$ cat src/logic/adc_ctrl_pkg.sv
/*
  Constants for the converter clock and sequence control block.
  Assumes one module clock and a synchronous active-high reset.
*/
// Overview of operation
// - Three clocks come from the one module clock: analog input, time-base, digital.
// - Time-base clock derives from analog input clock with even duty cycle.
// - Two-bit divider select: 00 /2, 01 /3, 10 /4, 11 /32, default 11.
// - Each conversion runs sync, sample, convert, then write result.
// - Successive approximation on one of eight multiplexed input channels.
// - Resolution is selectable as eight or ten bits.
// - Four independent result registers hold the outcomes.
// - Wait-for-read stops an unread result from being overwritten.
// - Filter can add two successive results before presenting them.
// - Two request sources arbitrated by programmable priority.
// - A running conversion can be cancelled and restarted.
// - Results are checked against limits and out-of-range is reported.
package adc_ctrl_pkg;

  // ------------------------------------------------------------
  // Divider select codes and ratios
  // ------------------------------------------------------------
  localparam logic [1:0] DIV_SEL_2     = 2'h0;
  localparam logic [1:0] DIV_SEL_3     = 2'h1;
  localparam logic [1:0] DIV_SEL_4     = 2'h2;
  localparam logic [1:0] DIV_SEL_32    = 2'h3;
  localparam logic [1:0] DIV_SEL_RESET = DIV_SEL_32;
  localparam logic [4:0] RATIO_2       = 5'h01;
  localparam logic [4:0] RATIO_3       = 5'h02;
  localparam logic [4:0] RATIO_4       = 5'h03;
  localparam logic [4:0] RATIO_32      = 5'h1F;

  // ------------------------------------------------------------
  // Sequence timing in analog input clock cycles
  // ------------------------------------------------------------
  localparam logic [3:0] SYNC_CYCLES   = 4'h2;
  localparam logic [3:0] WRITE_CYCLES  = 4'h1;
  localparam logic [3:0] BITS_HI_RES   = 4'hA;
  localparam logic [3:0] BITS_LO_RES   = 4'h8;

  // ------------------------------------------------------------
  // Field widths
  // ------------------------------------------------------------
  localparam int RES_W    = 10;
  localparam int SUM_W    = 11;
  localparam int NUM_RES  = 4;
  localparam int NUM_CH   = 8;

  typedef enum logic [4:0] {
    ST_IDLE = 5'h01,
    ST_SYNC = 5'h02,
    ST_SAMP = 5'h04,
    ST_CONV = 5'h08,
    ST_WRIT = 5'h10
  } seq_state_t;

endpackage : adc_ctrl_pkg

$ cat src/logic/adc_clock_and_sequence_control.sv
/*
  Converter clock prescaler and conversion sequencer.
  Assumes the analog core answers each trial bit with a comparator level on
  the same module clock and that requests are synchronous to clk.
*/
`timescale 1ns/100ps
module adc_clock_and_sequence_control (
  // Clock and reset
  input  wire logic                          clk,
  input  wire logic                          rst,
  // Configuration
  input  wire logic [1:0]                    analog_clock_divider_select,
  input  wire logic                          res_8bit,
  input  wire logic [3:0]                    sample_cycles,
  input  wire logic                          wait_for_read,
  input  wire logic                          filter_en,
  input  wire logic                          src_b_priority,
  input  wire logic [9:0]                    limit_lo,
  input  wire logic [9:0]                    limit_hi,
  // Requests
  input  wire logic                          req_a,
  input  wire logic [2:0]                    chan_a,
  input  wire logic [1:0]                    dest_a,
  input  wire logic                          req_b,
  input  wire logic [2:0]                    chan_b,
  input  wire logic [1:0]                    dest_b,
  input  wire logic                          cancel,
  // Result read side
  input  wire logic [1:0]                    read_sel,
  input  wire logic                          read_strobe,
  output logic [10:0]                        read_data,
  output logic [3:0]                         result_valid,
  // Analog core
  output logic                               analog_input_clock,
  output logic                               analog_timebase_clock,
  output logic                               converter_digital_clock,
  output logic [2:0]                         mux_sel,
  output logic                               sample_en,
  output logic [9:0]                         trial_code,
  input  wire logic                          comp_high,
  // Status
  output logic                               busy,
  output logic                               grant_b,
  output logic                               conv_done,
  output logic                               limit_fail
);

  // ------------------------------------------------------------
  // State
  // ------------------------------------------------------------
  typedef struct packed {
    logic [4:0]                 pre_cnt;
    logic                       ain_clk;
    logic                       tb_clk;
    logic                       tick;
    adc_ctrl_pkg::seq_state_t   st;
    logic [3:0]                 cnt;
    logic [2:0]                 chan;
    logic [1:0]                 dest;
    logic                       src_b;
    logic [9:0]                 sar;
    logic [3:0]                 bit_idx;
    logic [3:0]                 valid;
    logic [4*11-1:0]            res;
    logic [3:0]                 acc_half;
    logic [10:0]                rd;
    logic                       done;
    logic                       lim;
  } state_t;

  state_t cur_r;
  state_t cur_nxt;

  function automatic logic [4:0] ratio_of(input logic [1:0] sel);
    case (sel)
      adc_ctrl_pkg::DIV_SEL_2: ratio_of = adc_ctrl_pkg::RATIO_2;
      adc_ctrl_pkg::DIV_SEL_3: ratio_of = adc_ctrl_pkg::RATIO_3;
      adc_ctrl_pkg::DIV_SEL_4: ratio_of = adc_ctrl_pkg::RATIO_4;
      default:                 ratio_of = adc_ctrl_pkg::RATIO_32;
    endcase
  endfunction : ratio_of

  logic [3:0]  bit_pos;
  logic [10:0] slot_val;
  logic [10:0] new_val;
  logic        slot_busy;

  // Eight-bit mode resolves the top eight bits, so its trial position sits two places higher.
  assign bit_pos = res_8bit ? (cur_r.bit_idx + 4'h1) : (cur_r.bit_idx + 4'hF);

  always_comb begin
    cur_nxt      = cur_r;
    cur_nxt.done = 1'b0;
    cur_nxt.lim  = 1'b0;
    cur_nxt.tick = 1'b0;
    if (cur_r.pre_cnt >= ratio_of(analog_clock_divider_select)) begin
      cur_nxt.pre_cnt = 5'h00;
      cur_nxt.ain_clk = 1'b1;
      cur_nxt.tick    = 1'b1;
    end else begin
      cur_nxt.pre_cnt = cur_r.pre_cnt + 5'h01;
      cur_nxt.ain_clk = 1'b0;
    end
    // Toggle halves the rate for an even duty cycle.
    if (cur_r.ain_clk) begin
      cur_nxt.tb_clk = ~cur_r.tb_clk;
    end
    slot_val  = cur_r.res[cur_r.dest*11 +: 11];
    slot_busy = cur_r.valid[cur_r.dest];
    new_val   = {1'b0, cur_r.sar};
    // Read clears valid; set by a write wins below.
    if (read_strobe) begin
      cur_nxt.rd                = cur_r.res[read_sel*11 +: 11];
      cur_nxt.valid[read_sel]   = 1'b0;
    end
    if (cancel && cur_r.st != adc_ctrl_pkg::ST_IDLE) begin
      cur_nxt.st = adc_ctrl_pkg::ST_IDLE;
    end else begin
      case (cur_r.st)
        adc_ctrl_pkg::ST_IDLE: begin
          if (req_a || req_b) begin
            cur_nxt.src_b = req_b && (src_b_priority || !req_a);
            cur_nxt.chan  = cur_nxt.src_b ? chan_b : chan_a;
            cur_nxt.dest  = cur_nxt.src_b ? dest_b : dest_a;
            cur_nxt.cnt   = 4'h0;
            cur_nxt.st    = adc_ctrl_pkg::ST_SYNC;
          end
        end
        adc_ctrl_pkg::ST_SYNC: begin
          if (cur_r.tick) begin
            if (cur_r.cnt + 4'h1 >= adc_ctrl_pkg::SYNC_CYCLES) begin
              cur_nxt.cnt = 4'h0;
              cur_nxt.st  = adc_ctrl_pkg::ST_SAMP;
            end else begin
              cur_nxt.cnt = cur_r.cnt + 4'h1;
            end
          end
        end
        adc_ctrl_pkg::ST_SAMP: begin
          if (cur_r.tick) begin
            if (cur_r.cnt >= sample_cycles) begin
              cur_nxt.st      = adc_ctrl_pkg::ST_CONV;
              cur_nxt.bit_idx = res_8bit ? adc_ctrl_pkg::BITS_LO_RES : adc_ctrl_pkg::BITS_HI_RES;
              cur_nxt.sar     = 10'h000;
            end else begin
              cur_nxt.cnt = cur_r.cnt + 4'h1;
            end
          end
        end
        // One successive-approximation bit per analog input clock tick.
        // Eight-bit mode resolves the top eight bits only.
        adc_ctrl_pkg::ST_CONV: begin
          if (cur_r.tick) begin
            if (comp_high) begin
              cur_nxt.sar[bit_pos] = 1'b1;
            end
            cur_nxt.bit_idx = cur_r.bit_idx - 4'h1;
            if (cur_r.bit_idx == 4'h1) begin
              cur_nxt.st = adc_ctrl_pkg::ST_WRIT;
            end
          end
        end
        adc_ctrl_pkg::ST_WRIT: begin
          // Hold off while an unread result waits.
          if (!(wait_for_read && slot_busy && !(read_strobe && read_sel == cur_r.dest))) begin
            // Sum two successive results when the filter is on.
            if (filter_en && cur_r.acc_half[cur_r.dest]) begin
              new_val                     = slot_val + {1'b0, cur_r.sar};
              cur_nxt.acc_half[cur_r.dest] = 1'b0;
            end else if (filter_en) begin
              cur_nxt.acc_half[cur_r.dest] = 1'b1;
            end
            cur_nxt.res[cur_r.dest*11 +: 11] = new_val;
            if (!filter_en || cur_r.acc_half[cur_r.dest]) begin
              cur_nxt.valid[cur_r.dest] = 1'b1;
              cur_nxt.done              = 1'b1;
            end
            cur_nxt.lim = (cur_r.sar < limit_lo) || (cur_r.sar > limit_hi);
            cur_nxt.st  = adc_ctrl_pkg::ST_IDLE;
          end
        end
        default: cur_nxt.st = adc_ctrl_pkg::ST_IDLE;
      endcase
    end
  end

  always_ff @(posedge clk) begin
    if (rst) begin
      cur_r          <= '0;
      cur_r.st       <= adc_ctrl_pkg::ST_IDLE;
    end else begin
      cur_r <= cur_nxt;
    end
  end

  assign analog_input_clock      = cur_r.ain_clk;
  assign analog_timebase_clock   = cur_r.tb_clk;
  assign converter_digital_clock = clk;
  assign mux_sel                 = cur_r.chan;
  assign sample_en               = (cur_r.st == adc_ctrl_pkg::ST_SAMP);
  assign trial_code              = (cur_r.st == adc_ctrl_pkg::ST_CONV && cur_r.bit_idx != 4'h0)
                                   ? (cur_r.sar | (10'h001 << bit_pos)) : cur_r.sar;
  assign busy                    = (cur_r.st != adc_ctrl_pkg::ST_IDLE);
  assign grant_b                 = cur_r.src_b;
  assign conv_done               = cur_r.done;
  assign limit_fail              = cur_r.lim;
  assign read_data               = cur_r.rd;
  assign result_valid            = cur_r.valid;
endmodule : adc_clock_and_sequence_control

$ cat config.mk
export PLATFORM = sky130hd
export DESIGN_NAME = adc_clock_and_sequence_control
export DESIGN_NICKNAME = d
export VERILOG_FILES = /design/src/logic/adc_ctrl_pkg.sv /design/src/logic/adc_clock_and_sequence_control.sv
export SDC_FILE = /design/constraint.sdc
export NUM_CORES = 1
export LEC_CHECK = 0
export BUFFER_PORTS_ARGS = -buffer_cell sky130_fd_sc_hd__buf_2
export CORE_MARGIN = 1
export CORE_UTILIZATION = 63
export CTS_CLUSTER_SIZE = 8
export DETAILED_ROUTE_END_ITERATION = 10
export GPL_ROUTABILITY_DRIVEN = 0
export PLACE_DENSITY_LB_ADDON = 0.25
export SLEW_MARGIN = 20
export SYNTH_ARGS = -nofsm -noshare
export SYNTH_HDL_FRONTEND = slang
export SYNTH_SLANG_ARGS = --single-unit
$ cat constraint.sdc
create_clock -name clk -period 8.3 [get_ports clk]
set_clock_uncertainty 0.1 [all_clocks]
set_input_delay 1.245 -clock clk [delete_from_list [all_inputs] [get_ports clk]]
set_output_delay 1.245 -clock clk [all_outputs]
set_load 0.05 [all_outputs]
==> impl_metrics.py, run 1 <==
metrics = {
    "cts": {
        "cts_tree": "yes",
        "ctsHoldBuffers": 0,
        "clk_latency_ns": 0.47,
        "clk_pin_slew_worst_paths_ns": 0.09,
        "post_cts_buffers": 0,
        "ctsResizeCount": 0,
    },
    "status": {
        "status": "finished, final reports clean",
    },
    "global_routing": {
        "grtUsageMet2_pct": 54.1,
        "gr-usage-met3_pct": 6.63,
        "grt_use_met1_pct": 37.7,
        "grt_pass1_vias": 5296,
        "track_usage_pct": 31.4,
        "grt_pass1_wl_mm": 24.9,
        "antenna_found_initial": 0,
        "grt_max_degree": 43,
        "busiest_layer": "met2",
        "gr-total-overflow": 0,
    },
    "worst_setup_path": {
        "cp_max_fo": 2,
        "arrival_ns": 4.57,
        "cp-end-kind": "output pin",
        "cp.required_ns": 6.95,
        "cp-start-kind": "clock port",
        "worstSetupPathType": "clock port to output pin",
    },
    "pwr": {
        "pwr-share-comb_pct": 32.8,
        "clockPowerShare_pct": 26.1,
        "p_switching_mw": 0.508,
        "p_int_mw": 0.811,
        "p_sw_share_pct": 38.5,
        "irDropWorstVdd_v": 0.000211,
        "p_leak_nw": 3.11,
        "p_per_area_nw_per_um2": 194,
        "pwr-share-seq_pct": 41.1,
    },
    "place": {
        "port_buffers": 84,
        "hpwl_mm": 11.4,
        "placed_cell_area_um2": 6570,
    },
    "sta": {
        "finalMaxSlewViolations": 0,
        "rsz0062_at_grt": "no",
        "finalSetupViolCount": 0,
        "tns_ns": 0,
        "worst_slew_pin_slew_ns": 1.13,
        "slew-limit-headroom_pct": 24.7,
        "hold_violations": 0,
    },
    "synth": {
        "synth-edff-count": 0,
        "yosys_warnings": 0,
        "synth_nets": 778,
        "syn-cell-area_um2": 6250,
        "async_flop_share_pct": 0,
        "avgSynthCellArea_um2": 9.27,
        "ys_ff_latch": 101,
        "synth_ff_type": "dfxtp_1",
        "synth_cell_types": 74,
        "synth_cells": 674,
        "yosysSeqAreaShare_pct": 32.3,
    },
    "layout": {
        "syn2layout_area_growth_pct": 8.59,
        "layout-drive-gt1-share_pct": 19.6,
        "fin_area_um2": 6790,
        "nNetsFinal": 833,
        "n_antenna_cell": 0,
    },
    "detailed_routing": {
        "via_count": 5413,
        "routed_wirelength_mm": 15.3,
        "dr.first_iter.drc_count": 239,
        "drt-wirelength-per-cell_um": 17.7,
        "drc_errors": 0,
        "vias_per_cell": 6.27,
        "ant_nets": 0,
        "drt-pass1-iter-count": 4,
    },
    "die": {
        "row_count": 35,
        "dieWidth_um": 102,
        "num_io_pins": 85,
        "die_area_um2": 10300,
        "core_um2": 9420,
        "die_h_um": 102,
        "start_util_pct": 66.4,
    },
    "run": {
        "maxCapViolCount": 0,
    },
    "hold_path": {
        "hp-class": "flop to flop",
    },
}
## path summary, 6_finish.rpt
path / depth (start not counted) / endpoint / start / slack, ns
worst max-delay path: 3 / converter_digital_clock / clk / 2.38
worst min-delay path: 2 / flop / flop / 0.38
worst min register to register: 2 / flop / flop / 0.38
worst max register to register: 10 / flop / cur_r[80]$_SDFFE_PP0P_ / 4.61
## cells in the mapped netlist (all sizes together), types with 2 or more instances
cell | instances | area [um^2]
nor4 | 6 | 52.6
a21o | 19 | 143
nand3 | 15 | 100
nor2b | 4 | 25.0
mux2i | 20 | 200
xor2 | 8 | 70.1
o21ai | 44 | 224
a31oi | 9 | 56.3
inv | 39 | 146
a21oi | 35 | 175
o21a | 3 | 22.5
a22o | 17 | 149
nor4b | 3 | 32.5
dfxtp | 101 | 2020
o311ai | 2 | 17.5
o31a | 2 | 17.5
buf | 36 | 241
ha | 54 | 676
o211ai | 2 | 15.0
xnor2 | 11 | 96.3
and2 | 7 | 47.6
or3 | 4 | 30.0
a31o | 2 | 17.5
a32o | 4 | 40.0
nor2 | 58 | 218
a22oi | 2 | 15.0
nand2b | 9 | 56.3
a221oi | 3 | 26.3
nand4 | 3 | 18.8
nand4b | 2 | 17.5
a211oi | 12 | 95.1
and3 | 8 | 55.1
mux4 | 24 | 548
clkbuf | 9 | 35.0
nor3 | 9 | 67.6
nand2 | 62 | 233
nand3b | 7 | 65.1
o311a | 2 | 21.3
## cells by family (layout without fill, tap and decap cells)
logic type	after synthesis	count (layout)	share of synthesized area (%)
multiplexers	44	44	12.0
buffers and inverters	84	144	6.77
XOR/XNOR	19	19	2.66
adder cells (fa/ha/maj)	55	55	11.1
AND/OR/NAND/NOR	202	202	17.0
flip-flops	101	101	32.3
AO/OA/AOI/OAI	169	169	18.2
## metrics by stage
step / instances / power (mW) / setup slack [ns] / hold slack [ns] / utilization (%)
floorplan: 674 / 0.924 / 2.64 / 0.330 / -
global placement: 844 / 0.984 / 2.62 / 0.349 / 69.8
detailed placement: 844 / 1.00 / 2.62 / 0.365 / 69.8
CTS: 863 / 1.32 / 2.37 / 0.378 / 72.1
global route: 863 / 1.39 / 2.37 / 0.413 / 72.1
finish: 863 / 1.32 / 2.38 / 0.378 / 72.1
## power by group through the flow
| stage | clock network, mW | logic [mW] | registers (mW) |
|---|---|---|---|
| 6_report | 0.344 | 0.433 | 0.543 |
| 5_1_grt | 0.370 | 0.472 | 0.547 |
| 4_1_cts | 0.350 | 0.429 | 0.542 |
| 3_5_place_dp | 0.0230 | 0.426 | 0.553 |
| 3_3_place_gp | 0.0230 | 0.411 | 0.550 |
| 2_1_floorplan | 0.0260 | 0.343 | 0.556 |
## per-layer routing
layer / vias up / share of wire (%)
li1: 2547 / -
met1: 2643 / 41
met2: 187 / 50
met3: 36 / 6.1
met4: 0 / 2.8
met5: - / 0
## layout make-up
type | instances | area (um^2)
Multi-Input combinational cell | 489 | 3810
Clock buffer | 14 | 174
Sequential cell | 101 | 2020
Tap cell | 129 | 161
Fill cell | 739 | 2630
Inverter | 39 | 146
Timing Repair Buffer | 85 | 430
Clock inverter | 6 | 43.8
## critical path, stage by stage
cell	delay, ns
clkbuf_8	0.11
clkbuf_8	0.12
buf_2	0.20
## placed cells by master (no fill, tap or decap), types with 4 or more instances in the layout
master	count
nand3b_1	6
dfxtp_1	101
xnor2_1	11
and3_1	7
a211oi_1	11
buf_2	84
a32o_1	4
nand2b_1	9
nand3_1	13
nor3_1	7
inv_1	39
a22o_1	17
nor2b_1	4
mux4_2	22
mux2i_1	20
and2_1	5
nor4_1	5
a21oi_1	34
nand2_1	62
a21o_1	19
nor2_1	58
clkbuf_8	12
ha_1	54
a31oi_1	9
o21ai_0	40
xor2_1	8
Power figures use the tool's default switching activity.
==> run 2: changes to the inputs <==
--- a/config.mk
+++ b/config.mk
@@ -7,7 +7,7 @@
 export LEC_CHECK = 0
 export BUFFER_PORTS_ARGS = -buffer_cell sky130_fd_sc_hd__buf_2
 export CORE_MARGIN = 1
-export CORE_UTILIZATION = 63
+export CORE_UTILIZATION = 58
 export CTS_CLUSTER_SIZE = 8
 export DETAILED_ROUTE_END_ITERATION = 10
 export GPL_ROUTABILITY_DRIVEN = 0
==> constraint.sdc (replaced) <==
create_clock -name clk -period 5.8 [get_ports clk]
set_clock_uncertainty 0.1 [all_clocks]
set_input_delay 0.87 -clock clk [delete_from_list [all_inputs] [get_ports clk]]
set_output_delay 0.87 -clock clk [all_outputs]
set_load 0.05 [all_outputs]
==> impl_metrics.py, run 2 (synthesis gave the netlist of run 1 again) <==
metrics = {
    "worst_setup_path": {
        "arrival_ns": 3.32,
        "worstSetupPathType": "clock port to output pin",
        "cp_max_fo": 2,
        "ff2ff_setup_slack_ns": 2.09,
        "critical-path-top-delay-family": "buffers and inverters",
        "critPathBufInv": 3,
        "slowest_stage": "buf_2",
        "max_stage_delay_ns": 0.20,
        "crit_chain": "clkbuf_8 -> clkbuf_8 -> buf_2",
        "cp.required_ns": 4.83,
        "cp-start-kind": "clock port",
        "critPathMostFrequentCell": "clkbuf_8",
        "cp-end-kind": "output pin",
    },
    "status": {
        "status": "finished, final reports clean",
    },
    "pwr": {
        "power.total_mw": 1.90,
        "p_per_area_nw_per_um2": 280,
        "p_leak_nw": 3.10,
        "irDropWorstVdd_v": 0.000255,
    },
    "cts": {
        "cts_tree": "yes",
        "ctsHoldBuffers": 0,
        "post_cts_buffers": 0,
        "clk_pin_slew_worst_paths_ns": 0.09,
        "clk_latency_ns": 0.49,
        "ctsResizeCount": 0,
    },
    "run": {
        "maxCapViolCount": 0,
    },
    "sta": {
        "finalMaxSlewViolations": 0,
        "worst_slew_pin_slew_ns": 1.20,
        "hold_violations": 0,
        "tns_ns": 0,
        "slew-limit-headroom_pct": 20.2,
        "rsz0062_at_grt": "no",
        "finalSetupViolCount": 0,
    },
    "die": {
        "die_area_um2": 11200,
        "dieWidth_um": 106,
        "die_h_um": 106,
        "start_util_pct": 60.3,
        "row_count": 37,
        "num_io_pins": 85,
        "core_um2": 10400,
    },
    "global_routing": {
        "grt_pass1_vias": 5342,
        "antenna_found_initial": 0,
        "track_usage_pct": 29.3,
        "gr-total-overflow": 0,
        "grt_max_degree": 43,
        "grt_pass1_wl_mm": 25.7,
    },
    "layout": {
        "final_cell_mix": "dfxtp_1, buf_2, nand2_1",
        "fillCellCount": 903,
        "final_common_cell": "dfxtp_1",
        "fin_util_pct": 65.5,
        "multi_input_area_um2": 3810,
        "n_antenna_cell": 0,
        "syn2layout_area_growth_pct": 8.69,
        "nNetsFinal": 832,
        "regArea_um2": 2020,
        "layout-drive-gt1-share_pct": 19.6,
        "stdcell_count": 869,
    },
    "detailed_routing": {
        "drt-pass1-iter-count": 5,
        "via_count": 5405,
        "drt-wirelength-per-cell_um": 18.0,
        "routed_wirelength_mm": 15.6,
        "vias_per_cell": 6.22,
        "drc_errors": 0,
        "ant_nets": 0,
        "dr.first_iter.drc_count": 425,
    },
    "place": {
        "place_inst": 850,
        "hpwl_mm": 11.2,
        "port_buffers": 84,
    },
    "hold_path": {
        "hp-class": "flop to flop",
    },
}
## run 2: changes by cell type in the layout (fill, tap and decap cells not counted)
cell	delta
buf_4	-1
clkinv_2	-1
clkinvlp_4	+2
dfxtp_1	-1
dfxtp_2	+1
inv_6	-2
inv_8	+1
## run 2: power by group
group	internal, mW	total [mW]	switching [mW]
sequential	0.733	0.821	0.0879
combinational	0.216	0.578	0.361
clock	0.209	0.505	0.296
total	1.16	1.90	0.745
## run 2: final cells by class
class / count / share of cell area, %
clock buffer: 14 / 2.56
clock inverter: 6 / 0.700
inverter: 39 / 2.15
multi-input combinational: 489 / 56.1
sequential: 101 / 29.8
tap: 136 / 2.50
timing repair buffer: 84 / 6.22
## run 2: path summary, 6_finish.rpt
kind                     startpoint                      end  cells past startpoint
min reg2reg    cur_r[97]$_SDFF_PP0_     cur_r[97]$_SDFF_PP0_                      1
min            cur_r[97]$_SDFF_PP0_     cur_r[97]$_SDFF_PP0_                      1
max                             clk  converter_digital_clock                      3
max reg2reg  cur_r[80]$_SDFFE_PP0P_                     flop                      9
## run 2: layer usage
metal  GRT usage [%]  vias up  wire [um]
li1                -     2530          -
met4            10.6        0        288
met3            6.80       24       1290
met1            37.2     2606       6490
met5               0        -          0
met2            48.6      245       7570
## run 2: metrics by stage
stage               cell area [um^2]  worst slack, ns  hold slack, ns
CTS                             6790             1.51           0.384
detailed placement              6570             1.74           0.365
floorplan                       6250             1.76           0.330
finish                          6790             1.51           0.376
global placement                6570             1.74           0.353
global route                    6790             1.50           0.394
